$ cat src/pws_regs.svh
// Register offsets, field positions, reset values and timing counts
`ifndef PWS_REGS_SVH
`define PWS_REGS_SVH

`define PWS_ADDR_W 12
// Printed offsets are register indices; byte address is index times four
`define PWS_IDX_STATUS 8'hc0
`define PWS_IDX_CONTROL 8'hc2
`define PWS_IDX_MASK 8'hc3
`define PWS_IDX_IRQ_STAT 8'hc4
`define PWS_IDX_IRQ_MASK 8'hc5
`define PWS_ADDR_STATUS 12'h300
`define PWS_ADDR_CONTROL 12'h308
`define PWS_ADDR_MASK 12'h30c
`define PWS_ADDR_IRQ_STAT 12'h310
`define PWS_ADDR_IRQ_MASK 12'h314

`define PWS_ST_ACTIVITY 4
`define PWS_ST_LB2 3
`define PWS_ST_LB1 2
`define PWS_ST_OFF_CMD 8'hff

`define PWS_CT_FULL 0
`define PWS_CT_DIV8 1
`define PWS_CT_DBN 2
`define PWS_CT_RING_LSB 4
`define PWS_CT_WMASK 8'h77
`define PWS_CT_RESET 8'h10
`define PWS_MK_RESET 8'h80
`define PWS_MK_USED 8'hef

`define PWS_IRQ_ACT 0
`define PWS_IRQ_WAKE 1
`define PWS_IRQ_NMI 2
`define PWS_IRQ_W 3

`define PWS_WAKE_NONE 2'h0
`define PWS_WAKE_EXT 2'h1
`define PWS_WAKE_RTC 2'h2
`define PWS_WAKE_RI 2'h3

`define PWS_RESP_OKAY 2'h0
`define PWS_RESP_SLVERR 2'h2

`define PWS_CLK_MHZ 25
`define PWS_DBN_TIME_US 1000
`define PWS_DBN_CYCLES (`PWS_DBN_TIME_US * `PWS_CLK_MHZ)

`endif

$ cat src/pws_pkg.sv
// Types for the power state and wake control block
package pws_pkg;

    // Gray along ON, DOZE, SLEEP, SUSPEND, OFF
    typedef enum logic [2:0] {
        PWS_ON = 3'h0,
        PWS_DOZE = 3'h1,
        PWS_SLEEP = 3'h3,
        PWS_SUSPEND = 3'h2,
        PWS_OFF = 3'h6
    } pws_pstate_t;

    typedef enum logic [1:0] {
        PWS_CLK_FULL = 2'h0,
        PWS_CLK_DIV4 = 2'h1,
        PWS_CLK_DIV8 = 2'h2,
        PWS_CLK_STOP = 2'h3
    } pws_clk_t;

    typedef struct packed {
        pws_pstate_t pstate;
        logic activity;
        logic [1:0] wake_cause;
        logic [7:0] ctrl;
        logic [7:0] mask;
        logic [2:0] irq_stat;
        logic [2:0] irq_mask;
        logic irq;
        logic ri_prev;
        logic [2:0] ri_cnt;
        logic lb_prev;
        logic [15:0] dbn_cnt;
        logic dbn_done;
        logic nmi;
        pws_clk_t clk_sel;
        logic [1:0] state_code;
        logic awready;
        logic wready;
        logic aw_got;
        logic w_got;
        logic [11:0] waddr;
        logic [7:0] wdata;
        logic wstrb0;
        logic bvalid;
        logic [1:0] bresp;
        logic arready;
        logic rvalid;
        logic [1:0] rresp;
        logic [31:0] rdata;
    } pws_state_t;

endpackage : pws_pkg

$ cat src/pws_power_ctrl.sv
// Power state, wake cause, low battery and activity control with AXI4-Lite
`timescale 1ns/1ps
`include "pws_regs.svh"
// Function
// - Read-only two-bit wake cause: none, outside, alarm, call indicator.
// - Outside wake wins over alarm, call indicator is lowest.
// - Activity bit D4 sets on unmasked activity, cleared by writing zero.
// - Status D3 follows secondary low battery when its pin is enabled.
// - Status D2 follows primary low battery input level.
// - State bits report ON, DOZE, SLEEP, SUSPEND; reset to ON.
// - Writing state bits moves immediately into the written state.
// - Writing 0xff to status enters OFF mode.
// - Call indicator pulse count 1..7 resumes; zero disables; default one.
// - Without debounce, low battery edge raises the NMI at once.
// - With debounce, NMI only after input held about 1 ms.
// - Control D1 picks divide by 4 or 8 in DOZE and SLEEP.
// - Divisor ignored when stop clock or full speed is set.
// - Control D0 keeps processor clock at full speed in DOZE/SLEEP.
// - Activity mask selects activities that return DOZE/SLEEP to ON.
// - Mask bit 0 lets activity trigger, 1 blocks; D7 resets to 1.
module pws_power_ctrl #(
    parameter int DEBOUNCE_CYCLES = `PWS_DBN_CYCLES
) (
    input wire logic ref_clk,
    input wire logic srst,
    input wire logic [11:0] s_axi_awaddr,
    input wire logic s_axi_awvalid,
    output logic s_axi_awready,
    input wire logic [31:0] s_axi_wdata,
    input wire logic [3:0] s_axi_wstrb,
    input wire logic s_axi_wvalid,
    output logic s_axi_wready,
    output logic [1:0] s_axi_bresp,
    output logic s_axi_bvalid,
    input wire logic s_axi_bready,
    input wire logic [11:0] s_axi_araddr,
    input wire logic s_axi_arvalid,
    output logic s_axi_arready,
    output logic [31:0] s_axi_rdata,
    output logic [1:0] s_axi_rresp,
    output logic s_axi_rvalid,
    input wire logic s_axi_rready,
    input wire logic outside_wake_input,
    input wire logic rtc_alarm_input,
    input wire logic call_indicator_input,
    input wire logic primary_battery_low_input,
    input wire logic secondary_battery_low_input,
    input wire logic secondary_battery_low_enable,
    input wire logic stop_clock_enable,
    input wire logic [7:0] activity_events,
    output logic [1:0] power_state,
    output logic off_mode,
    output pws_pkg::pws_clk_t cpu_clock_sel,
    output logic battery_low_nmi,
    output logic irq
);

    pws_pkg::pws_state_t q;
    pws_pkg::pws_state_t d;

    logic first_battery_low_level;
    logic second_battery_low_level;
    logic lb_level;
    logic wr_fire;
    logic wr_status;
    logic low_power;
    logic idle;
    logic unmasked_act;
    logic ri_edge;
    logic ri_resume;
    logic [2:0] ring;
    logic [7:0] wbyte;

    assign first_battery_low_level = primary_battery_low_input;
    assign second_battery_low_level = secondary_battery_low_input
        & secondary_battery_low_enable;
    assign lb_level = first_battery_low_level | second_battery_low_level;
    assign wr_fire = q.aw_got && q.w_got && !q.bvalid;
    assign wr_status = wr_fire && q.wstrb0
        && q.waddr == `PWS_ADDR_STATUS;
    assign wbyte = q.wdata;
    assign low_power = q.pstate == pws_pkg::PWS_SUSPEND
        || q.pstate == pws_pkg::PWS_OFF;
    assign idle = q.pstate == pws_pkg::PWS_DOZE
        || q.pstate == pws_pkg::PWS_SLEEP;
    // Reserved mask bit D4 has no source and is never honoured
    assign unmasked_act = |(activity_events & ~q.mask & `PWS_MK_USED);
    assign ring = q.ctrl[`PWS_CT_RING_LSB +: 3];
    assign ri_edge = call_indicator_input && !q.ri_prev;
    // One spare bit so a saturated count cannot wrap past the target
    assign ri_resume = ring != 3'h0 && ri_edge
        && {1'b0, q.ri_cnt} + 4'h1 >= {1'b0, ring};

    function automatic logic [1:0] code_of(input pws_pkg::pws_pstate_t s);
        case (s)
            pws_pkg::PWS_ON: code_of = 2'h0;
            pws_pkg::PWS_DOZE: code_of = 2'h1;
            pws_pkg::PWS_SLEEP: code_of = 2'h2;
            default: code_of = 2'h3;
        endcase
    endfunction : code_of

    function automatic pws_pkg::pws_pstate_t state_of(input logic [1:0] c);
        case (c)
            2'h0: state_of = pws_pkg::PWS_ON;
            2'h1: state_of = pws_pkg::PWS_DOZE;
            2'h2: state_of = pws_pkg::PWS_SLEEP;
            default: state_of = pws_pkg::PWS_SUSPEND;
        endcase
    endfunction : state_of

    always_comb begin
        logic [7:0] rbyte;
        logic [2:0] ev;
        logic hit;
        rbyte = 8'h00;
        ev = 3'h0;
        hit = 1'b1;
        d = q;

        // Power state; a software write takes precedence over wake events
        if (wr_status && wbyte == `PWS_ST_OFF_CMD) begin
            d.pstate = pws_pkg::PWS_OFF;
        end else if (wr_status) begin
            d.pstate = state_of(wbyte[1:0]);
        end else if (low_power) begin
            if (outside_wake_input) begin
                d.pstate = pws_pkg::PWS_ON;
                d.wake_cause = `PWS_WAKE_EXT;
            end else if (rtc_alarm_input) begin
                d.pstate = pws_pkg::PWS_ON;
                d.wake_cause = `PWS_WAKE_RTC;
            end else if (ri_resume) begin
                d.pstate = pws_pkg::PWS_ON;
                d.wake_cause = `PWS_WAKE_RI;
            end
        end else if (idle && unmasked_act) begin
            d.pstate = pws_pkg::PWS_ON;
        end
        if (low_power && d.pstate == pws_pkg::PWS_ON) begin
            ev[`PWS_IRQ_WAKE] = 1'b1;
        end
        d.state_code = code_of(d.pstate);

        // Call indicator pulses counted only inside one low power period
        d.ri_prev = call_indicator_input;
        if (!low_power) begin
            d.ri_cnt = 3'h0;
        end else if (ri_edge && q.ri_cnt != 3'h7) begin
            d.ri_cnt = q.ri_cnt + 3'h1;
        end

        // Activity flag; a new trigger beats a clear in the same cycle
        if (wr_status && !wbyte[`PWS_ST_ACTIVITY]) begin
            d.activity = 1'b0;
        end
        if (unmasked_act) begin
            d.activity = 1'b1;
            ev[`PWS_IRQ_ACT] = 1'b1;
        end

        // Low battery NMI, one-cycle pulse
        d.lb_prev = lb_level;
        d.nmi = 1'b0;
        if (!q.ctrl[`PWS_CT_DBN]) begin
            d.nmi = lb_level && !q.lb_prev;
            d.dbn_cnt = 16'h0000;
            d.dbn_done = 1'b0;
        end else if (!lb_level) begin
            d.dbn_cnt = 16'h0000;
            d.dbn_done = 1'b0;
        end else if (!q.dbn_done) begin
            if (q.dbn_cnt == 16'(DEBOUNCE_CYCLES - 1)) begin
                d.nmi = 1'b1;
                d.dbn_done = 1'b1;
            end else begin
                d.dbn_cnt = q.dbn_cnt + 16'h0001;
            end
        end
        ev[`PWS_IRQ_NMI] = d.nmi;

        // Processor clock choice
        if (d.pstate == pws_pkg::PWS_ON) begin
            d.clk_sel = pws_pkg::PWS_CLK_FULL;
        end else if (d.pstate == pws_pkg::PWS_DOZE
            || d.pstate == pws_pkg::PWS_SLEEP) begin
            if (q.ctrl[`PWS_CT_FULL]) begin
                d.clk_sel = pws_pkg::PWS_CLK_FULL;
            end else if (stop_clock_enable) begin
                d.clk_sel = pws_pkg::PWS_CLK_STOP;
            end else if (q.ctrl[`PWS_CT_DIV8]) begin
                d.clk_sel = pws_pkg::PWS_CLK_DIV8;
            end else begin
                d.clk_sel = pws_pkg::PWS_CLK_DIV4;
            end
        end else begin
            d.clk_sel = pws_pkg::PWS_CLK_STOP;
        end

        // AXI write channel; address and data accepted in either order
        if (s_axi_awvalid && q.awready) begin
            d.awready = 1'b0;
            d.aw_got = 1'b1;
            d.waddr = s_axi_awaddr;
        end
        if (s_axi_wvalid && q.wready) begin
            d.wready = 1'b0;
            d.w_got = 1'b1;
            d.wdata = s_axi_wdata[7:0];
            d.wstrb0 = s_axi_wstrb[0];
        end
        if (wr_fire) begin
            d.bvalid = 1'b1;
            d.bresp = `PWS_RESP_OKAY;
            case (q.waddr)
                `PWS_ADDR_STATUS: begin
                end
                `PWS_ADDR_CONTROL: begin
                    // Reserved bits held at zero in case software errs
                    if (q.wstrb0) begin
                        d.ctrl = wbyte & `PWS_CT_WMASK;
                    end
                end
                `PWS_ADDR_MASK: begin
                    if (q.wstrb0) begin
                        d.mask = wbyte;
                    end
                end
                `PWS_ADDR_IRQ_STAT: begin
                    if (q.wstrb0) begin
                        d.irq_stat = q.irq_stat & ~wbyte[2:0];
                    end
                end
                `PWS_ADDR_IRQ_MASK: begin
                    if (q.wstrb0) begin
                        d.irq_mask = wbyte[2:0];
                    end
                end
                default: d.bresp = `PWS_RESP_SLVERR;
            endcase
        end
        if (q.bvalid && s_axi_bready) begin
            d.bvalid = 1'b0;
            d.aw_got = 1'b0;
            d.w_got = 1'b0;
            d.awready = 1'b1;
            d.wready = 1'b1;
        end

        // Sticky events win over a write-one clear
        d.irq_stat = d.irq_stat | ev;
        d.irq = |(d.irq_stat & d.irq_mask);

        // AXI read channel
        if (s_axi_arvalid && q.arready) begin
            case (s_axi_araddr)
                `PWS_ADDR_STATUS: rbyte = {1'b0, q.wake_cause, q.activity,
                    second_battery_low_level, first_battery_low_level,
                    q.state_code};
                `PWS_ADDR_CONTROL: rbyte = q.ctrl;
                `PWS_ADDR_MASK: rbyte = q.mask;
                `PWS_ADDR_IRQ_STAT: rbyte = {5'h00, q.irq_stat};
                `PWS_ADDR_IRQ_MASK: rbyte = {5'h00, q.irq_mask};
                default: hit = 1'b0;
            endcase
            d.arready = 1'b0;
            d.rvalid = 1'b1;
            d.rdata = {24'h000000, rbyte};
            d.rresp = hit ? `PWS_RESP_OKAY : `PWS_RESP_SLVERR;
        end
        if (q.rvalid && s_axi_rready) begin
            d.rvalid = 1'b0;
            d.arready = 1'b1;
        end
    end

    always_ff @(posedge ref_clk) begin
        if (srst) begin
            q <= '0;
            q.pstate <= pws_pkg::PWS_ON;
            q.ctrl <= `PWS_CT_RESET;
            q.mask <= `PWS_MK_RESET;
            q.clk_sel <= pws_pkg::PWS_CLK_FULL;
            q.awready <= 1'b1;
            q.wready <= 1'b1;
            q.arready <= 1'b1;
        end else begin
            q <= d;
        end
    end

    assign s_axi_awready = q.awready;
    assign s_axi_wready = q.wready;
    assign s_axi_bvalid = q.bvalid;
    assign s_axi_bresp = q.bresp;
    assign s_axi_arready = q.arready;
    assign s_axi_rvalid = q.rvalid;
    assign s_axi_rresp = q.rresp;
    assign s_axi_rdata = q.rdata;
    assign power_state = q.state_code;
    // OFF is the only state code with bit 2 set
    assign off_mode = q.pstate[2];
    assign cpu_clock_sel = q.clk_sel;
    assign battery_low_nmi = q.nmi;
    assign irq = q.irq;

    AST_ACT_SET: assert property (@(posedge ref_clk) disable iff (srst)
        unmasked_act |=> q.activity) else $error("activity not set");
    AST_ACT_HOLD: assert property (@(posedge ref_clk) disable iff (srst)
        q.activity && !(wr_status && !wbyte[`PWS_ST_ACTIVITY])
        |=> q.activity) else $error("activity lost");
    AST_OFF_CMD: assert property (@(posedge ref_clk) disable iff (srst)
        wr_status && wbyte == `PWS_ST_OFF_CMD |=> off_mode
        && power_state == 2'h3) else $error("no off mode");
    AST_WR_STATE: assert property (@(posedge ref_clk) disable iff (srst)
        wr_status && wbyte != `PWS_ST_OFF_CMD
        |=> power_state == $past(wbyte[1:0]))
        else $error("state write lost");
    AST_EXT_FIRST: assert property (@(posedge ref_clk) disable iff (srst)
        low_power && outside_wake_input && !wr_status
        |=> power_state == 2'h0 && q.wake_cause == `PWS_WAKE_EXT)
        else $error("outside wake not first");
    AST_RI_OFF: assert property (@(posedge ref_clk) disable iff (srst)
        low_power && ring == 3'h0 && !outside_wake_input
        && !rtc_alarm_input && !wr_status |=> power_state == 2'h3)
        else $error("call indicator resumed while disabled");
    AST_RI_RESTART: assert property (@(posedge ref_clk) disable iff (srst)
        !low_power ##1 low_power |-> q.ri_cnt == 3'h0)
        else $error("pulse count not restarted");
    AST_NMI_EDGE: assert property (@(posedge ref_clk) disable iff (srst)
        !q.ctrl[`PWS_CT_DBN] && lb_level && !q.lb_prev |=> battery_low_nmi)
        else $error("edge nmi missing");
    AST_NMI_DBN: assert property (@(posedge ref_clk) disable iff (srst)
        q.ctrl[`PWS_CT_DBN] && lb_level && !q.lb_prev && DEBOUNCE_CYCLES > 2
        |=> !battery_low_nmi [*2]) else $error("nmi not debounced");
    AST_CLK_FULL: assert property (@(posedge ref_clk) disable iff (srst)
        q.ctrl[`PWS_CT_FULL] && idle && !wr_fire && !unmasked_act
        |=> cpu_clock_sel == pws_pkg::PWS_CLK_FULL)
        else $error("full speed not held");
    AST_CLK_DIV: assert property (@(posedge ref_clk) disable iff (srst)
        idle && !q.ctrl[`PWS_CT_FULL] && !stop_clock_enable && !wr_fire
        && !unmasked_act |=> cpu_clock_sel == (q.ctrl[`PWS_CT_DIV8]
        ? pws_pkg::PWS_CLK_DIV8 : pws_pkg::PWS_CLK_DIV4))
        else $error("wrong divisor");
    AST_MASKED: assert property (@(posedge ref_clk) disable iff (srst)
        idle && !unmasked_act && !wr_status |=> $stable(power_state))
        else $error("masked activity woke");

endmodule : pws_power_ctrl

$ cat config.mk
export PLATFORM = sky130hd
export DESIGN_NAME = pws_power_ctrl
export DESIGN_NICKNAME = d
export VERILOG_FILES = /design/src/pws_pkg.sv /design/src/pws_power_ctrl.sv
export VERILOG_INCLUDE_DIRS = /design/src
export SDC_FILE = /design/constraint.sdc
export NUM_CORES = 1
export LEC_CHECK = 0
export BUFFER_PORTS_ARGS = -buffer_cell sky130_fd_sc_hd__buf_2
export CAP_MARGIN = 15
export CORE_MARGIN = 2
export CORE_UTILIZATION = 47
export CTS_CLUSTER_SIZE = 16
export DETAILED_ROUTE_END_ITERATION = 10
export PLACE_DENSITY = 0.77
export SYNTH_ARGS = -nofsm -noshare
export SYNTH_HDL_FRONTEND = slang
export SYNTH_SLANG_ARGS = --single-unit
$ cat constraint.sdc
create_clock -name ref_clk -period 2.2 [get_ports ref_clk]
set_input_delay 0.44 -clock ref_clk [delete_from_list [all_inputs] [get_ports ref_clk]]
set_output_delay 0.44 -clock ref_clk [all_outputs]
set_load 0.02 [all_outputs]
==> impl_metrics.py <==
metrics = {
    "cts": {
        "cts_max_level": 3,
        "cts-root-buf": "clkbuf_8",
        "clk_path_buf_depth": 2,
        "cts.reportedPaths.clkPinSlew_ns": 0.09,
        "cts_buffers": 9,
        "cts_hold_buf": 0,
        "cts_tree": "yes",
        "cts_sinks": 92,
        "clk_latency_ns": 0.36,
    },
    "outcome": {
        "outcome": "finished clean",
    },
    "sta": {
        "setup_viol": 0,
        "hold-worst-slack_ns": 0.278,
        "slew_viol_final": 0,
        "fin_crit_ns": 2.14,
        "finalHoldViolCount": 0,
        "fin_crit_sh_pct": 97.4,
        "fin_worst_skew_ns": 0.0118,
        "slew_headroom_pct": 63.2,
        "worstMarginPinSlew_ns": 0.551,
        "fmax_ghz": 0.467,
    },
    "floorplanning": {
        "initial_core_util_pct": 48.8,
        "die_x_um": 99.7,
        "dieArea_um2": 9930,
        "fp.dieH_um": 99.7,
        "fp.coreArea_um2": 8810,
        "io_pins": 130,
        "rows": 34,
    },
    "synthesis": {
        "synth_area_per_cell_um2": 8.43,
        "ys_top_cells_by_count": "dfxtp_1, nand2_1, nor2_1, buf_4, a21oi_1",
        "synth_top_family_by_area": "simple AND/OR/NAND/NOR gates",
        "synth.area.top_cells": "dfxtp_1, buf_4, mux2i_1",
        "synth.most_common_cell": "dfxtp_1",
        "synth-compound-area-share_pct": 11.8,
        "synth_edf_count": 0,
        "synth_area_um2": 4300,
        "ys_seq_area_share_pct": 42.8,
        "synth-simple-area-share_pct": 22.8,
        "synth_fa_ha_area_share_pct": 2.33,
        "ys.flop_type": "dfxtp_1",
        "yosys.area.top_type": "dfxtp_1",
        "yosysWarnings": 0,
        "netlist.area_leader.share_pct": 42.8,
        "synth-xor-area-share_pct": 3.26,
        "synth.ff_latch_count": 92,
        "synth-async-reset-ratio_pct": 0,
        "synthMuxAreaShare_pct": 6.81,
        "synth_cell_type_count": 56,
        "syn-instance-count": 510,
    },
    "power_and_ir_drop": {
        "combinationalPowerShare_pct": 8.7,
        "intPower_mw": 2.48,
        "p_seq_share_pct": 53.0,
        "p_switching_mw": 0.803,
        "clock_power_share_pct": 38.3,
        "power_mw": 3.28,
        "p_per_area_nw_per_um2": 659,
        "p_leak_nw": 2.02,
        "swShare_pct": 24.5,
        "ir_drop_mv": 0.387,
    },
    "route": {
        "wl_per_cell_um": 13.5,
        "vias": 3626,
        "via_per_inst": 5.25,
        "drc": 0,
        "drt_iter0_drc": 97,
        "ant_nets": 0,
        "wl_um": 9360,
        "drt_pass1_iterations": 5,
    },
    "grt": {
        "grt_usage_pct": 18.5,
        "grt_overflow_total": 0,
        "grt_pass1_wl_um": 14900,
        "antenna_found_initial": 0,
        "grt_max_degree": 54,
        "grt_pass1_vias": 3348,
    },
    "cells_and_area": {
        "drive_gt1_share_pct": 22.3,
        "stdcell_area_um2": 4980,
        "num-nets-final": 668,
        "final_core_util_pct": 56.6,
        "area_growth_pct": 15.8,
        "diodes": 0,
    },
    "worst_setup_path": {
        "endpoint_kind": "register",
        "critPathBufInv": 0,
        "critPathKind": "register to register",
        "crit_slowest_cell": "dfxtp_2",
        "crit_path_frequent_cell": "ha_4",
        "cpLargestDelayFamily": "compound AO/OA/AOI/OAI gates",
        "path_cells": "ha_4 > ha_4 > ha_4 > o21ai_2 > a21oi_2 > o32ai_4 > a21o_1 > a311o_1 > a31oi_1",
        "crit_arrival_ns": 2.42,
        "worstPathRequired_ns": 2.48,
        "slowest_delay_ns": 0.35,
        "path_max_fanout": 4,
        "start_kind": "register",
    },
    "placement": {
        "hpwl_um": 6860,
        "placed_area_um2": 4670,
        "portBuffers": 75,
        "place.gp.congestion": 0.917,
    },
    "job": {
        "cap_violations": 0,
    },
    "min_path": {
        "hp-class": "input pin to register",
    },
}
path summary, 6_finish.rpt:
check	start	end	slack, ns	cells after the start
worst max-delay path	q[87]$_SDFFE_PP0P_	power_state[0]$_SDFF_PP0_	0.06	9
worst max register to register	q[87]$_SDFFE_PP0P_	power_state[0]$_SDFF_PP0_	0.06	9
worst min-delay path	s_axi_awvalid	s_axi_awready$_SDFFE_PP1P_	0.28	2
worst min register to register	s_axi_rdata[7]$_SDFFE_PP0P_	s_axi_rdata[7]$_SDFFE_PP0P_	0.45	2
power by group through the flow:
stage | clock, mW | sequential (mW) | combinational, mW
final | 1.26 | 1.74 | 0.286
after global routing | 1.36 | 1.75 | 0.317
after CTS | 1.29 | 1.74 | 0.283
after detailed placement | 0 | 1.78 | 0.279
after global placement | 0 | 1.78 | 0.274
after floorplan | 0 | 1.78 | 0.215
cells in the final DEF, fill, tap and decap left out, types with 17 or more instances in the layout:
master,count
nor2_1,62
a21oi_1,33
dfxtp_1,90
buf_2,75
buf_4,17
mux2i_1,27
nand2_1,66
conb_1,26
nand3_1,19
logic make-up (layout without fill, tap and decap cells):
kind of cell               count (synthesis)  after routing
adders and majority gates                  8              8
DFF                                       92             92
xor gates and xnor gates                  16             16
other                                      1             26
and+or+nand+nor                          207            207
buffers and inverters                     75            123
muxes                                     29             29
AOI/OAI and AO/OA                         82             82
registers in the layout, indices dropped and copies added (netlist names), 2 cells and up:
signal / cells
cpu_clock_sel: 2
power_state: 2
q: 62
s_axi_rdata: 8
wbyte: 8
layout make-up:
class	count	area, um2
Fill cell	809	3820
Multi-Input combinational cell	368	2200
Sequential cell	92	1840
Timing Repair Buffer	93	523
Clock buffer	10	138
Tap cell	108	135
Clock inverter	6	86.3
Inverter	14	52.6
metal layers:
| layer | GRT usage (%) | routed length (um) | vias to the layer above |
|---|---|---|---|
| met3 | 4.78 | 566 | 9 |
| li1 | - | - | 1810 |
| met1 | 22.7 | 4040 | 1688 |
| met2 | 32.6 | 4670 | 119 |
| met5 | 0 | 0 | - |
| met4 | 4.53 | 80 | 0 |
worst reg2reg max path, delay by kind of cell (launching register included):
kind / cells / cell delay, ns
flip-flops: 1 / 0.35
adder cells (fa/ha/maj): 3 / 0.64
AO/OA/AOI/OAI: 6 / 1.08
repair_timing:
action	4_1_cts	5_1_grt
endpoints found under the setup margin	4	9
buffers inserted	1	0
resized for setup	1	13
pin swaps	3	4
stage by stage:
stage / TNS [ns] / worst slack [ns] / std cells
global placement: 0 / 0.0144 / 674
detailed placement: -0.114 / -0.0469 / 674
finish: 0 / 0.0581 / 691
CTS: -0.00504 / -0.00504 / 691
global route: -0.0113 / -0.0113 / 691
floorplan: 0 / 0.0809 / 535
Power figures use the tool's default switching activity.
